$ cat config.mk
export PLATFORM = sky130hd
export DESIGN_NAME = nand_host
export DESIGN_NICKNAME = d
export VERILOG_FILES = /design/src/nand_host_pkg.sv /design/src/host_fifo.sv /design/src/nand_host.sv
export SDC_FILE = /design/constraint.sdc
export NUM_CORES = 1
export LEC_CHECK = 0
export ABC_AREA = 1
export BUFFER_PORTS_ARGS = -buffer_cell sky130_fd_sc_hd__buf_2
export CAP_MARGIN = 20
export CORE_ASPECT_RATIO = 0.5
export CORE_UTILIZATION = 55
export DETAILED_ROUTE_END_ITERATION = 10
export GPL_TIMING_DRIVEN = 0
export PLACE_DENSITY_LB_ADDON = 0.1
export REMOVE_ABC_BUFFERS = 1
export SYNTH_ARGS = -nofsm -noshare
export SYNTH_HDL_FRONTEND = slang
export SYNTH_SLANG_ARGS = --single-unit
$ cat constraint.sdc
create_clock -name clock -period 2.75 [get_ports clock]
set_clock_uncertainty 0.15 [all_clocks]
set_input_delay 0.4125 -clock clock [delete_from_list [all_inputs] [get_ports clock]]
set_output_delay 0.4125 -clock clock [all_outputs]
set_load 0.1 [all_outputs]
$ cat src/nand_host_pkg.sv
package nand_host_pkg;
    localparam int          STROBE_LOW_NS   = 25;
    localparam int          STROBE_HIGH_NS  = 15;
    localparam int          CLK_PERIOD_NS   = 10;
    localparam int          STROBE_LOW_CYC  = (STROBE_LOW_NS + CLK_PERIOD_NS - 1) / CLK_PERIOD_NS;
    localparam int          STROBE_HIGH_CYC = (STROBE_HIGH_NS + CLK_PERIOD_NS - 1) / CLK_PERIOD_NS;
    localparam int          ADDR_CYCLES     = 4;
    localparam int          PAGE_BITS       = 6;
    localparam int          BLOCK_BITS      = 10;
    localparam int          COL_BITS_X8     = 12;
    localparam int          COL_BITS_X16    = 11;
    localparam logic [7:0]  CMD_RESET       = 8'hff;
    localparam logic [1:0]  OP_CMD          = 2'h0;
    localparam logic [1:0]  OP_ADDR         = 2'h1;
    localparam logic [1:0]  OP_WRITE        = 2'h2;
    localparam logic [1:0]  OP_READ         = 2'h3;
endpackage

$ cat src/host_fifo.sv
`timescale 1ns/1ps
module host_fifo #(
    parameter int WIDTH = 16,
    parameter int DEPTH = 16
) (
    input  wire logic             clock,     // System clock
    input  wire logic             rst,       // Synchronous reset
    input  wire logic             in_valid,  // Write request
    output logic                  in_ready,  // Room available
    input  wire logic [WIDTH-1:0] in_data,   // Write data
    output logic                  out_valid, // Data available
    input  wire logic             out_ready, // Read accept
    output logic      [WIDTH-1:0] out_data   // Read data
);
    localparam int AW = $clog2(DEPTH);

    initial begin
        if (DEPTH < 2 || (1 << AW) != DEPTH) $error("depth must be a power of two");
    end

    logic [WIDTH-1:0] mem_r [DEPTH];
    logic [AW:0]      wptr_r;
    logic [AW:0]      rptr_r;

    // Pointer based full and empty
    assign in_ready  = (wptr_r - rptr_r) != (AW+1)'(DEPTH);
    assign out_valid = wptr_r != rptr_r;
    assign out_data  = mem_r[rptr_r[AW-1:0]];

    // Storage write
    always_ff @(posedge clock) begin
        if (in_valid && in_ready) begin
            mem_r[wptr_r[AW-1:0]] <= in_data;
        end
    end

    // Pointers
    always_ff @(posedge clock) begin
        if (rst) begin
            wptr_r <= '0;
            rptr_r <= '0;
        end else begin
            if (in_valid && in_ready) wptr_r <= wptr_r + 1'b1;
            if (out_valid && out_ready) rptr_r <= rptr_r + 1'b1;
        end
    end

    chk_no_overflow: assert property (@(posedge clock) disable iff (rst)
        (wptr_r - rptr_r) <= (AW+1)'(DEPTH)) else $error("fifo overflow");
endmodule

$ cat src/nand_host.sv
`timescale 1ns/1ps
module nand_host
    import nand_host_pkg::*;
#(
    parameter int BUS16 = 0
) (
    input  wire logic        clock,            // System clock
    input  wire logic        rst,              // Synchronous reset
    input  wire logic        op_valid,         // Operation request
    output logic             op_ready,         // Operation accepted
    input  wire logic [1:0]  op_kind,          // Cycle kind
    input  wire logic [7:0]  op_cmd,           // Command byte
    input  wire logic [11:0] op_column,        // Column address
    input  wire logic [5:0]  op_page,          // Page within block
    input  wire logic [9:0]  op_block,         // Block address
    input  wire logic [15:0] op_wdata,         // Write data word
    output logic             rd_valid,         // Read data available
    input  wire logic        rd_ready,         // Read data taken
    output logic      [15:0] rd_data,          // Read data word
    input  wire logic        guard_release,    // Allow modification
    output logic             reset_done,       // Reset command issued
    output logic             die_ready,        // Synced ready level
    output logic             target_select_n,  // Chip enable pin
    output logic             cmd_latch_en,     // Command latch pin
    output logic             addr_latch_en,    // Address latch pin
    output logic             write_strobe_n,   // Write strobe pin
    output logic             read_strobe_n,    // Read strobe pin
    output logic             prog_guard_n,     // Write protect pin
    output logic      [15:0] io_out,           // Bus drive value
    output logic      [15:0] io_oe,            // Bus drive enable
    input  wire logic [15:0] io_in,            // Bus sampled value
    input  wire logic        ready_busy_n      // Ready/busy pin
);
    initial begin
        if (BUS16 != 0 && BUS16 != 1) $error("BUS16 must be 0 or 1");
    end

    typedef enum logic [2:0] {
        ST_IDLE  = 3'b000,
        ST_LOW   = 3'b001,
        ST_HIGH  = 3'b010,
        ST_NEXT  = 3'b011,
        ST_WAIT  = 3'b100
    } state_t;

    ////////////////////////////////////////////////////////////////////////
    // Pin input synchronisers
    logic        rb_s1_r;
    logic        rb_s2_r;
    logic [15:0] io_s1_r;
    logic [15:0] io_s2_r;

    always_ff @(posedge clock) begin
        if (rst) begin
            rb_s1_r <= 1'b0;
            rb_s2_r <= 1'b0;
            io_s1_r <= 16'h0000;
            io_s2_r <= 16'h0000;
        end else begin
            rb_s1_r <= ready_busy_n;
            rb_s2_r <= rb_s1_r;
            io_s1_r <= io_in;
            io_s2_r <= io_s1_r;
        end
    end
    assign die_ready = rb_s2_r;

    ////////////////////////////////////////////////////////////////////////
    // Address cycle byte mapping
    function automatic logic [7:0] addr_byte(input logic [1:0] idx, input logic [11:0] col,
                                             input logic [5:0] pg, input logic [9:0] blk);
        logic [15:0] row;
        row = {blk, pg};
        unique case (idx)
            2'd0: addr_byte = col[7:0];
            2'd1: addr_byte = (BUS16 != 0) ? {5'b00000, col[10:8]} : {4'h0, col[11:8]};
            2'd2: addr_byte = row[7:0];
            2'd3: addr_byte = row[15:8];
        endcase
    endfunction

    // Clears bits that must be zero
    function automatic logic [11:0] legal_col(input logic [11:0] col);
        if (BUS16 == 0 && col[11]) legal_col = {col[11], 5'b00000, col[5:0]};
        else if (BUS16 != 0 && col[10]) legal_col = {1'b0, col[10], 5'b00000, col[4:0]};
        else if (BUS16 != 0) legal_col = {1'b0, col[10:0]};
        else legal_col = col;
    endfunction

    ////////////////////////////////////////////////////////////////////////
    // Write data buffer
    logic        wf_in_ready;
    logic        wf_out_valid;
    logic [15:0] wf_out_data;
    logic        wf_pop;
    logic        wr_push;

    // Buffer fed on accepted writes only

    host_fifo #(.WIDTH(16), .DEPTH(16)) wr_fifo (
        .clock     (clock),
        .rst       (rst),
        .in_valid  (wr_push),
        .in_ready  (wf_in_ready),
        .in_data   (op_wdata),
        .out_valid (wf_out_valid),
        .out_ready (wf_pop),
        .out_data  (wf_out_data)
    );

    ////////////////////////////////////////////////////////////////////////
    // Sequencer state
    state_t      state_r;
    logic [1:0]  kind_r;
    logic [7:0]  cmd_r;
    logic [11:0] col_r;
    logic [5:0]  page_r;
    logic [9:0]  block_r;
    logic [1:0]  acnt_r;
    logic [1:0]  tcnt_r;
    logic        reset_done_r;
    logic        rd_full_r;
    logic [15:0] rd_data_r;
    logic        accept;

    // Only reset command accepted before the first reset
    assign op_ready = (state_r == ST_IDLE) &&
                      (reset_done_r || (op_kind == OP_CMD && op_cmd == CMD_RESET)) &&
                      (op_kind != OP_READ || !rd_full_r) &&
                      (op_kind != OP_WRITE || wf_in_ready);
    assign accept   = op_valid && op_ready;
    assign wr_push  = accept && op_kind == OP_WRITE;
    assign wf_pop   = state_r == ST_NEXT && kind_r == OP_WRITE;
    assign rd_valid = rd_full_r;
    assign rd_data  = rd_data_r;
    assign reset_done = reset_done_r;

    // Main cycle sequencer
    always_ff @(posedge clock) begin
        if (rst) begin
            state_r <= ST_IDLE;
            kind_r  <= OP_CMD;
            cmd_r   <= 8'h00;
            col_r   <= 12'h000;
            page_r  <= 6'h00;
            block_r <= 10'h000;
            acnt_r  <= 2'd0;
            tcnt_r  <= 2'd0;
        end else begin
            unique case (state_r)
                ST_IDLE: begin
                    if (accept) begin
                        kind_r  <= op_kind;
                        cmd_r   <= op_cmd;
                        col_r   <= legal_col(op_column);
                        page_r  <= op_page;
                        block_r <= op_block;
                        acnt_r  <= 2'd0;
                        tcnt_r  <= 2'(STROBE_LOW_CYC - 1);
                        // Waits a cycle for write data
                        state_r <= (op_kind == OP_WRITE) ? ST_WAIT : ST_LOW;
                    end
                end
                ST_WAIT: state_r <= ST_LOW;
                ST_LOW: begin
                    if (tcnt_r == 2'd0) begin
                        tcnt_r  <= 2'(STROBE_HIGH_CYC - 1);
                        state_r <= ST_HIGH;
                    end else begin
                        tcnt_r <= tcnt_r - 2'd1;
                    end
                end
                ST_HIGH: begin
                    if (tcnt_r == 2'd0) begin
                        state_r <= ST_NEXT;
                    end else begin
                        tcnt_r <= tcnt_r - 2'd1;
                    end
                end
                ST_NEXT: begin
                    if (kind_r == OP_ADDR && acnt_r != 2'(ADDR_CYCLES - 1)) begin
                        acnt_r  <= acnt_r + 2'd1;
                        tcnt_r  <= 2'(STROBE_LOW_CYC - 1);
                        state_r <= ST_LOW;
                    end else begin
                        state_r <= ST_IDLE;
                    end
                end
                default: state_r <= ST_IDLE;
            endcase
        end
    end

    always_ff @(posedge clock) begin
        if (rst) begin
            reset_done_r <= 1'b0;
        end else if (state_r == ST_NEXT && kind_r == OP_CMD && cmd_r == CMD_RESET) begin
            reset_done_r <= 1'b1;
        end
    end

    // Read data captured at the strobe rising edge
    always_ff @(posedge clock) begin
        if (rst) begin
            rd_full_r <= 1'b0;
            rd_data_r <= 16'h0000;
        end else if (state_r == ST_NEXT && kind_r == OP_READ) begin
            rd_full_r <= 1'b1;
            rd_data_r <= (BUS16 != 0) ? io_s2_r : {8'h00, io_s2_r[7:0]};
        end else if (rd_ready) begin
            rd_full_r <= 1'b0;
        end
    end

    ////////////////////////////////////////////////////////////////////////
    // Pin drive registers
    logic        active;
    logic        strobe_low;
    logic [15:0] bus_nxt;

    assign active     = state_r == ST_LOW || state_r == ST_HIGH;
    assign strobe_low = state_r == ST_LOW;

    always_comb begin
        bus_nxt = 16'h0000;
        unique case (kind_r)
            // Low byte only for command and address
            OP_CMD:   bus_nxt = {8'h00, cmd_r};
            OP_ADDR:  bus_nxt = {8'h00, addr_byte(acnt_r, col_r, page_r, block_r)};
            OP_WRITE: bus_nxt = (BUS16 != 0) ? wf_out_data : {8'h00, wf_out_data[7:0]};
            OP_READ:  bus_nxt = 16'h0000;
        endcase
    end

    // Select released between operations for bus sharing
    always_ff @(posedge clock) begin
        if (rst) begin
            target_select_n <= 1'b1;
            cmd_latch_en    <= 1'b0;
            addr_latch_en   <= 1'b0;
            write_strobe_n  <= 1'b1;
            read_strobe_n   <= 1'b1;
            io_out          <= 16'h0000;
            io_oe           <= 16'h0000;
        end else begin
            target_select_n <= !active;
            cmd_latch_en    <= active && kind_r == OP_CMD;
            addr_latch_en   <= active && kind_r == OP_ADDR;
            write_strobe_n  <= !(strobe_low && kind_r != OP_READ);
            read_strobe_n   <= !(strobe_low && kind_r == OP_READ);
            io_out          <= bus_nxt;
            io_oe           <= (active && kind_r != OP_READ) ? 16'hffff : 16'h0000;
        end
    end

    // Protection unless released and reset done
    always_ff @(posedge clock) begin
        if (rst) begin
            prog_guard_n <= 1'b0;
        end else if (state_r == ST_IDLE) begin
            prog_guard_n <= guard_release && reset_done_r;
        end
    end

    ////////////////////////////////////////////////////////////////////////
    // Checks
    // Command cycle shape
    chk_cmd_cycle: assert property (@(posedge clock) disable iff (rst)
        !write_strobe_n && cmd_latch_en |-> !target_select_n && !addr_latch_en && read_strobe_n)
        else $error("bad command cycle");
    chk_addr_cycle: assert property (@(posedge clock) disable iff (rst)
        !write_strobe_n && addr_latch_en |-> !target_select_n && !cmd_latch_en && read_strobe_n)
        else $error("bad address cycle");
    chk_strobe_excl: assert property (@(posedge clock) disable iff (rst)
        !(!write_strobe_n && !read_strobe_n)) else $error("both strobes low");
    // Upper byte quiet for command or address
    chk_upper_quiet: assert property (@(posedge clock) disable iff (rst)
        (cmd_latch_en || addr_latch_en) |-> io_out[15:8] == 8'h00)
        else $error("upper byte driven");
    chk_reset_first: assert property (@(posedge clock) disable iff (rst)
        !reset_done_r && cmd_latch_en && !write_strobe_n |-> io_out[7:0] == CMD_RESET)
        else $error("first command not reset");
    chk_idle_desel: assert property (@(posedge clock) disable iff (rst)
        target_select_n |-> write_strobe_n && read_strobe_n && io_oe == 16'h0000)
        else $error("strobe while deselected");
    chk_pulse_width: assert property (@(posedge clock) disable iff (rst)
        $fell(write_strobe_n) |-> !write_strobe_n [*3] ##1 write_strobe_n)
        else $error("write pulse width");
    chk_guard_hold: assert property (@(posedge clock) disable iff (rst)
        !reset_done_r |-> !prog_guard_n) else $error("guard released early");
endmodule

[Word level (Yosys, flattened, before mapping)]
Memories as Yosys holds them, arrays and structs flattened. A register that Yosys moved wholly into a read port is not among the register bits.
Index checks and enable logic that the tools add are counted.
Word-level totals
  flip-flop bits (word level): 121
  memory bits (writable): 256
  bits of input ports: 76
  output and inout bits: 58
  memories kept: 1
Memories
  wr_fifo.mem_r: words 16, bits a word 16, rd ports 1, clocked after memory_dff 1, write ports 1, line host_fifo.sv:21  | logic [WIDTH-1:0] mem_r [DEPTH];
Operators by class
  add/sub/neg operators: 5
  eq/ne operators: 24
  mux-type cells: 24
  reductions and logical operators: 39
Operators by type and width (number)
  16-bit one-hot mux with 4 select lines: 1
  8-bit one-hot mux with 4 select lines: 1
  1-bit logical AND: 19
  8-bit == test (second input constant): 2
  16-bit two-way mux: 1
  3-bit one-hot mux with 5 select lines: 1
  2-bit != test (second input constant): 7
  12-bit two-way mux: 1
  2-bit two-way mux: 6
  3-bit two-way mux: 4
  5-bit by 1-bit adder with 5-bit output (second input constant): 2
  2-bit == test (second input constant): 5
  2-bit zero test: 4
  4-bit two-way mux: 2
  2-bit one-hot mux with 4 select lines: 1
  3-bit by 2-bit == test with 1-bit output (second input constant): 2
  3-bit AND reduction: 2
  1-bit two-way mux: 5
  5-bit != test: 1
  5-bit != test (second input constant): 1
  5-bit subtractor: 1
  2-bit by 1-bit == test with 1-bit output (second input constant): 2
  1-bit zero test: 4
  1-bit logical OR: 4
  11 further kinds: 13

[Depth between registers and ports, before layout]
  word-level depth: 11
  depth in mapped cells: 16
  mapped depth without buffers: 15

[Cells and area by module]
From an unflattened synthesis, not the netlist that was laid out.
Unflattened totals
  cells, all modules: 1304
  area total of the unflattened synthesis: 14533.9 µm²
Modules (own cells, without submodules)
  host_fifo: times used 1, cells each 821, area each 10791.6 µm², seq. area each 7967.6 µm²
  nand_host: times used 1, cells each 483, area each 3742.3 µm², seq. area each 1761.7 µm²

[Least setup slack after synthesis]
OpenSTA, ideal clock, no wires.
  kind: reg2reg
  from: register reset_done_r (netlist: reset_done)
  to: memory wr_fifo.mem_r[0][0] (enable)
  arrival time: 2.431 ns
  required time: 2.230 ns
  setup slack: -0.201 ns
  cell stages (with the launch flop): 9
  path buffers: 0
  clock period less this slack: 2.951 ns
  path through: dfxtp_1 > inv_1 > a21oi_1 > o21ai_2 > a21oi_4 > nand4_1 > inv_2 > nand2_1 > nor2_1
On the way
  cells in the longest elaborated chain, start to end: 9
RTL lines
  start, declared: line nand_host.sv:121  | logic reset_done_r;
  start signal, assigned: line nand_host.sv:196  | reset_done_r <= 1'b0;
  start signal, assigned: line nand_host.sv:198  | reset_done_r <= 1'b1;
  1-bit logical OR: line nand_host.sv:128  | (reset_done_r || (op_kind == OP_CMD && op_cmd == CMD_RESET)) &&
  1-bit logical AND: line nand_host.sv:127  | assign op_ready = (state_r == ST_IDLE) &&
  1-bit logical AND: line nand_host.sv:128
  1-bit logical AND: line nand_host.sv:129  | (op_kind != OP_READ || !rd_full_r) &&
  1-bit logical AND: line nand_host.sv:131  | assign accept = op_valid && op_ready;
  1-bit logical AND: line nand_host.sv:132  | assign wr_push = accept && op_kind == OP_WRITE;
  1-bit logical AND: line host_fifo.sv:32  | if (in_valid && in_ready) begin
  1-bit two-way mux: line host_fifo.sv:32
  1-bit two-way mux (not written as such): line host_fifo.sv:33  | mem_r[wptr_r[AW-1:0]] <= in_data;
  end, declared: line host_fifo.sv:21
Every way passes these cells.

[Final worst setup path]
  from: register wr_fifo.rptr_r[2]
  to: output op_ready
On the way
  cells in the longest elaborated chain, start to end: 4
RTL lines
  start, declared: line host_fifo.sv:23  | logic [AW:0] rptr_r;
  start signal, assigned: line host_fifo.sv:44  | if (out_valid && out_ready) rptr_r <= rptr_r + 1'b1;
  5-bit subtractor: line host_fifo.sv:26  | assign in_ready = (wptr_r - rptr_r) != (AW+1)'(DEPTH);
  5-bit != test: line host_fifo.sv:26
  1-bit logical OR: line nand_host.sv:130  | (op_kind != OP_WRITE || wf_in_ready);
  1-bit logical AND: line nand_host.sv:129
  end, declared: line nand_host.sv:10  | output logic op_ready,
Every way passes these cells.

==> summary.md <==
| Metric | Value |
|---|---|
| Synthesized area per cell | `roughly 10 µm²` |
| Buffers added on ports | `slightly above 100` |
| Synth warnings | `0` |
| Max Cap Viol | `0` |
| Tmin final | `2.82 ns` |
| Final std cells w/o fill | `1,307` |
| NumNets Final | `roughly 1,200` |
| Vias in the first global route | `6,410` |
| Critical path peak fanout | `6` |
| TritonCTS buffer count | `21` |
| Die area | `between 15,000 and 20,000 µm²` |
| Class of the most critical setup path | `reg2out` |
| Synth async-reset ratio | `0` |
| Dpl hpwl | `13.4 mm` |
| Tot GR Track Use | `0.243` |
| Bufs on Longest Clock Path | `3` |
| Post-placement cell count | `around 1,200` |
| Crit path max-delay family | `simple AND/OR/NAND/NOR gates` |
| First-pass GRT wire length | `33.8 mm` |
| Crit share post-route | `1.03` |
| Num ports | `134` |
| Fillers | `1,260` |
| Largest net degree at the start of global routing | `65` |
| CP Cell Sequence | `inv_1, ha_4, or2_1, nand3_1, nand2_1, nor2_2, nand3_2, nand2_2, clkinvlp_4, buf_12` |
| PwrDens | `715 nW/µm²` |
| Status | `complete, but fails checks` |
| Clock Sinks | `230` |
| RSZ-0062 raised after global routing | `true` |
| VDD IR max | `just under 0.0005 V` |
| Gp weighted congestion | `approximately 0.85` |
| Final Power | `8.07 mW` |
| Core area | `16,600 µm²` |
| Die Wd | `188 µm` |
| FP Rows | `33` |
| Min-Delay Path Class | `in2reg` |
| DRC Markers | `0` |
| Worst setup SP type | `flop` |
| Syn-to-layout area delta | `18.8%` |
| Critical-path top delay cell | `dfxtp_2` |
| TritonCTS clock tree | `yes` |
| CP Data Required Time | `2.19 ns` |
| Syn Inst Count | `970` |
| Hold Crit Depth | `3` |
| Reg2reg path depth | `14` |
| Hold Fails Final Rpt | `0` |
| Register area share after synthesis | `0.619` |
| Die height | `about 95 µm` |
| Initial Utilization | `0.571` |
| Failing checks | `negative setup slack` |
| Relative slew slack | `0.410` |
| DR iter-0 viols | `just under 600` |
| Buf+Inv Stages, Crit Path | `3` |
| Final setup viols | `1` |
| Yosys cell types | `37` |
| Max incr delay on CP | `0.34 ns` |
| Fin. max-slew vios | `0` |
| CTS clk-pin slew, worst paths | `0.07 ns` |
| Mapped cell area | `9510 µm²` |
| Share of layout cells above drive strength 1 | `0.186` |
| Leading cell types in the layout, fill and taps excluded | `138 x nor2_1, 128 x edfxtp_1, 102 x o21ai_0, 100 x buf_2, 95 x dfxtp_1` |
| Routed WL per cell | `16.9 µm` |
| Leak | `4.31 nW` |
| Drt pass-1 iters | `5` |
| Synthesized flop and latch total | `230` |
| Crit path arrival time | `2.26 ns` |
| Routed via count | `7,130` |
| Skew-Pair Late Insertion Delay | `0.50 ns` |
| Initial antenna violation count | `1` |
| Crit path capture type | `primary output` |
| Routed vias/inst | `roughly 5.5` |
| DRT Wirelength | `22.1 mm` |
| Cell count along the critical path | `10` |
| Synth Flop Type | `edfxtp_1` |
| Grt ovf | `0` |
| Commonest non-fill, non-tap cell in the layout | `nor2_1` |
| Worst-margin pin slew | `0.886 ns` |
| Setup ws final | `-0.0695 ns` |
| Root buf cell | `clkbuf_16` |
| Antenna Nets Post-Route | `0` |
| Fmax | `0.355 GHz` |
| H-tree depth | `1` |
| Number of flops mapped to enable cells by yosys | `128` |
## registers in the layout, summed over array words and instances, names as in the netlist, 2 cells and up, named ones only
register / count
rd_data: 8
state_r: 3
wr_fifo.mem_r: 128
cmd_r: 8
wr_fifo.rptr_r: 5
kind_r: 2
wr_fifo.wptr_r: 5
block_r: 10
tcnt_r: 2
io_out: 8
io_s1_r: 8
page_r: 6
col_r: 12
io_s2_r: 8
acnt_r: 2
## what timing repair did
item | in CTS | in global routing
endpoints found under the setup margin | 144 | 168
hold buffers | 10 | 0
resized for setup | 42 | 29
hold endpoints to repair | 10 | 0
buffers inserted | 2 | 15
pin swaps | 1 | 13
## layout make-up
type | count | area [µm²] | share of cell area
antenna | 1 | 2.50 | 0.000222
clock inverter | 10 | 92.6 | 0.00820
multi-input combinational | 589 | 3140 | 0.278
timing repair buffer | 131 | 957 | 0.0847
inverter | 91 | 349 | 0.0309
clock buffer | 28 | 572 | 0.0506
tap | 227 | 284 | 0.0251
sequential | 230 | 5900 | 0.522
## worst paths after layout
| kind | from | end | slack, ns |
|---|---|---|---|
| max | wr_fifo.rptr_r[2]$_SDFFE_PP0P_ | op_ready | -0.07 |
| max reg2reg | wr_fifo.rptr_r[1]$_SDFFE_PP0P_ | wr_fifo.mem_r[1][4]$_DFFE_PP_ | 0.12 |
| min | op_column[9] | col_r[9]$_SDFFE_PP0P_ | 0.02 |
| min reg2reg | io_s1_r[6]$_SDFF_PP0_ | io_s2_r[6]$_SDFF_PP0_ | 0.25 |
## cells in the mapped netlist, types with 2 or more instances
cell type,count,area [µm²]
xor2_1,2,17.5
buf_2,6,30.0
o221ai_1,9,78.8
dfxtp_1,102,2040
buf_4,32,240
nor4_1,2,12.5
nand3_1,46,230
nor3_1,3,15.0
or2_1,2,12.5
nand4_1,3,18.8
xnor2_1,2,17.5
a221oi_1,2,17.5
o21ai_1,6,30.0
o211ai_1,28,210
inv_1,87,327
a31oi_1,5,31.3
ha_1,15,188
edfxtp_1,128,3840
nor2_1,155,582
inv_2,2,7.51
buf_1,3,11.3
clkinv_1,2,7.51
nand2_1,97,364
o21ai_0,104,521
a21oi_1,74,370
o22ai_1,11,68.8
clkbuf_1,32,120
## metrics by stage
stage	setup TNS, ns	worst slack, ns	util	hold slack (ns)	instance area, µm²
2_1_floorplan	-160.42	-8.38	-	0.238	9150
3_3_place_gp	-37.99	-1.57	0.597	0.239	9930
3_5_place_dp	-35.09	-0.402	0.601	0.242	10000
4_1_cts	-0.196	-0.196	0.658	0.00265	10900
5_1_grt	-0.804	-0.226	0.679	0.0105	11300
6_report	-0.0695	-0.0695	0.679	0.0155	11300
## cell families after synthesis
kind of cell	Yosys count	synth area share
and+or+nand+nor	313	0.135
AOI/OAI and AO/OA	241	0.142
xor gates and xnor gates	4	0.00369
buffers and inverters	166	0.0799
DFF	230	0.619
other	1	0.000394
adders and majority gates	15	0.0197
## report_power, final
group	switching, mW	leakage [nW]	internal (mW)	total [mW]
clock	1.28	0.326	1.58	2.86
sequential	0.0568	1.98	3.69	3.75
combinational	1.17	2.00	0.296	1.47
total	2.51	4.31	5.56	8.07
## worst reg2reg max path: cells and delay by family, from the launching register on
kind,cells,cell delay [ns]
and+or+nand+nor,9,1.02
buffers and inverters,4,0.55
DFF,1,0.34
adders and majority gates,1,0.28
## metal layers
layer  share of wire  vias up  wire [µm]  track usage
met3           0.062       42       1380       0.0405
li1                -     3471          -            -
met5               0        -          0            0
met2            0.46      246      10100        0.394
met4           0.023        0        503       0.0644
met1            0.46     3371      10100        0.343
Power figures use the tool's default switching activity.
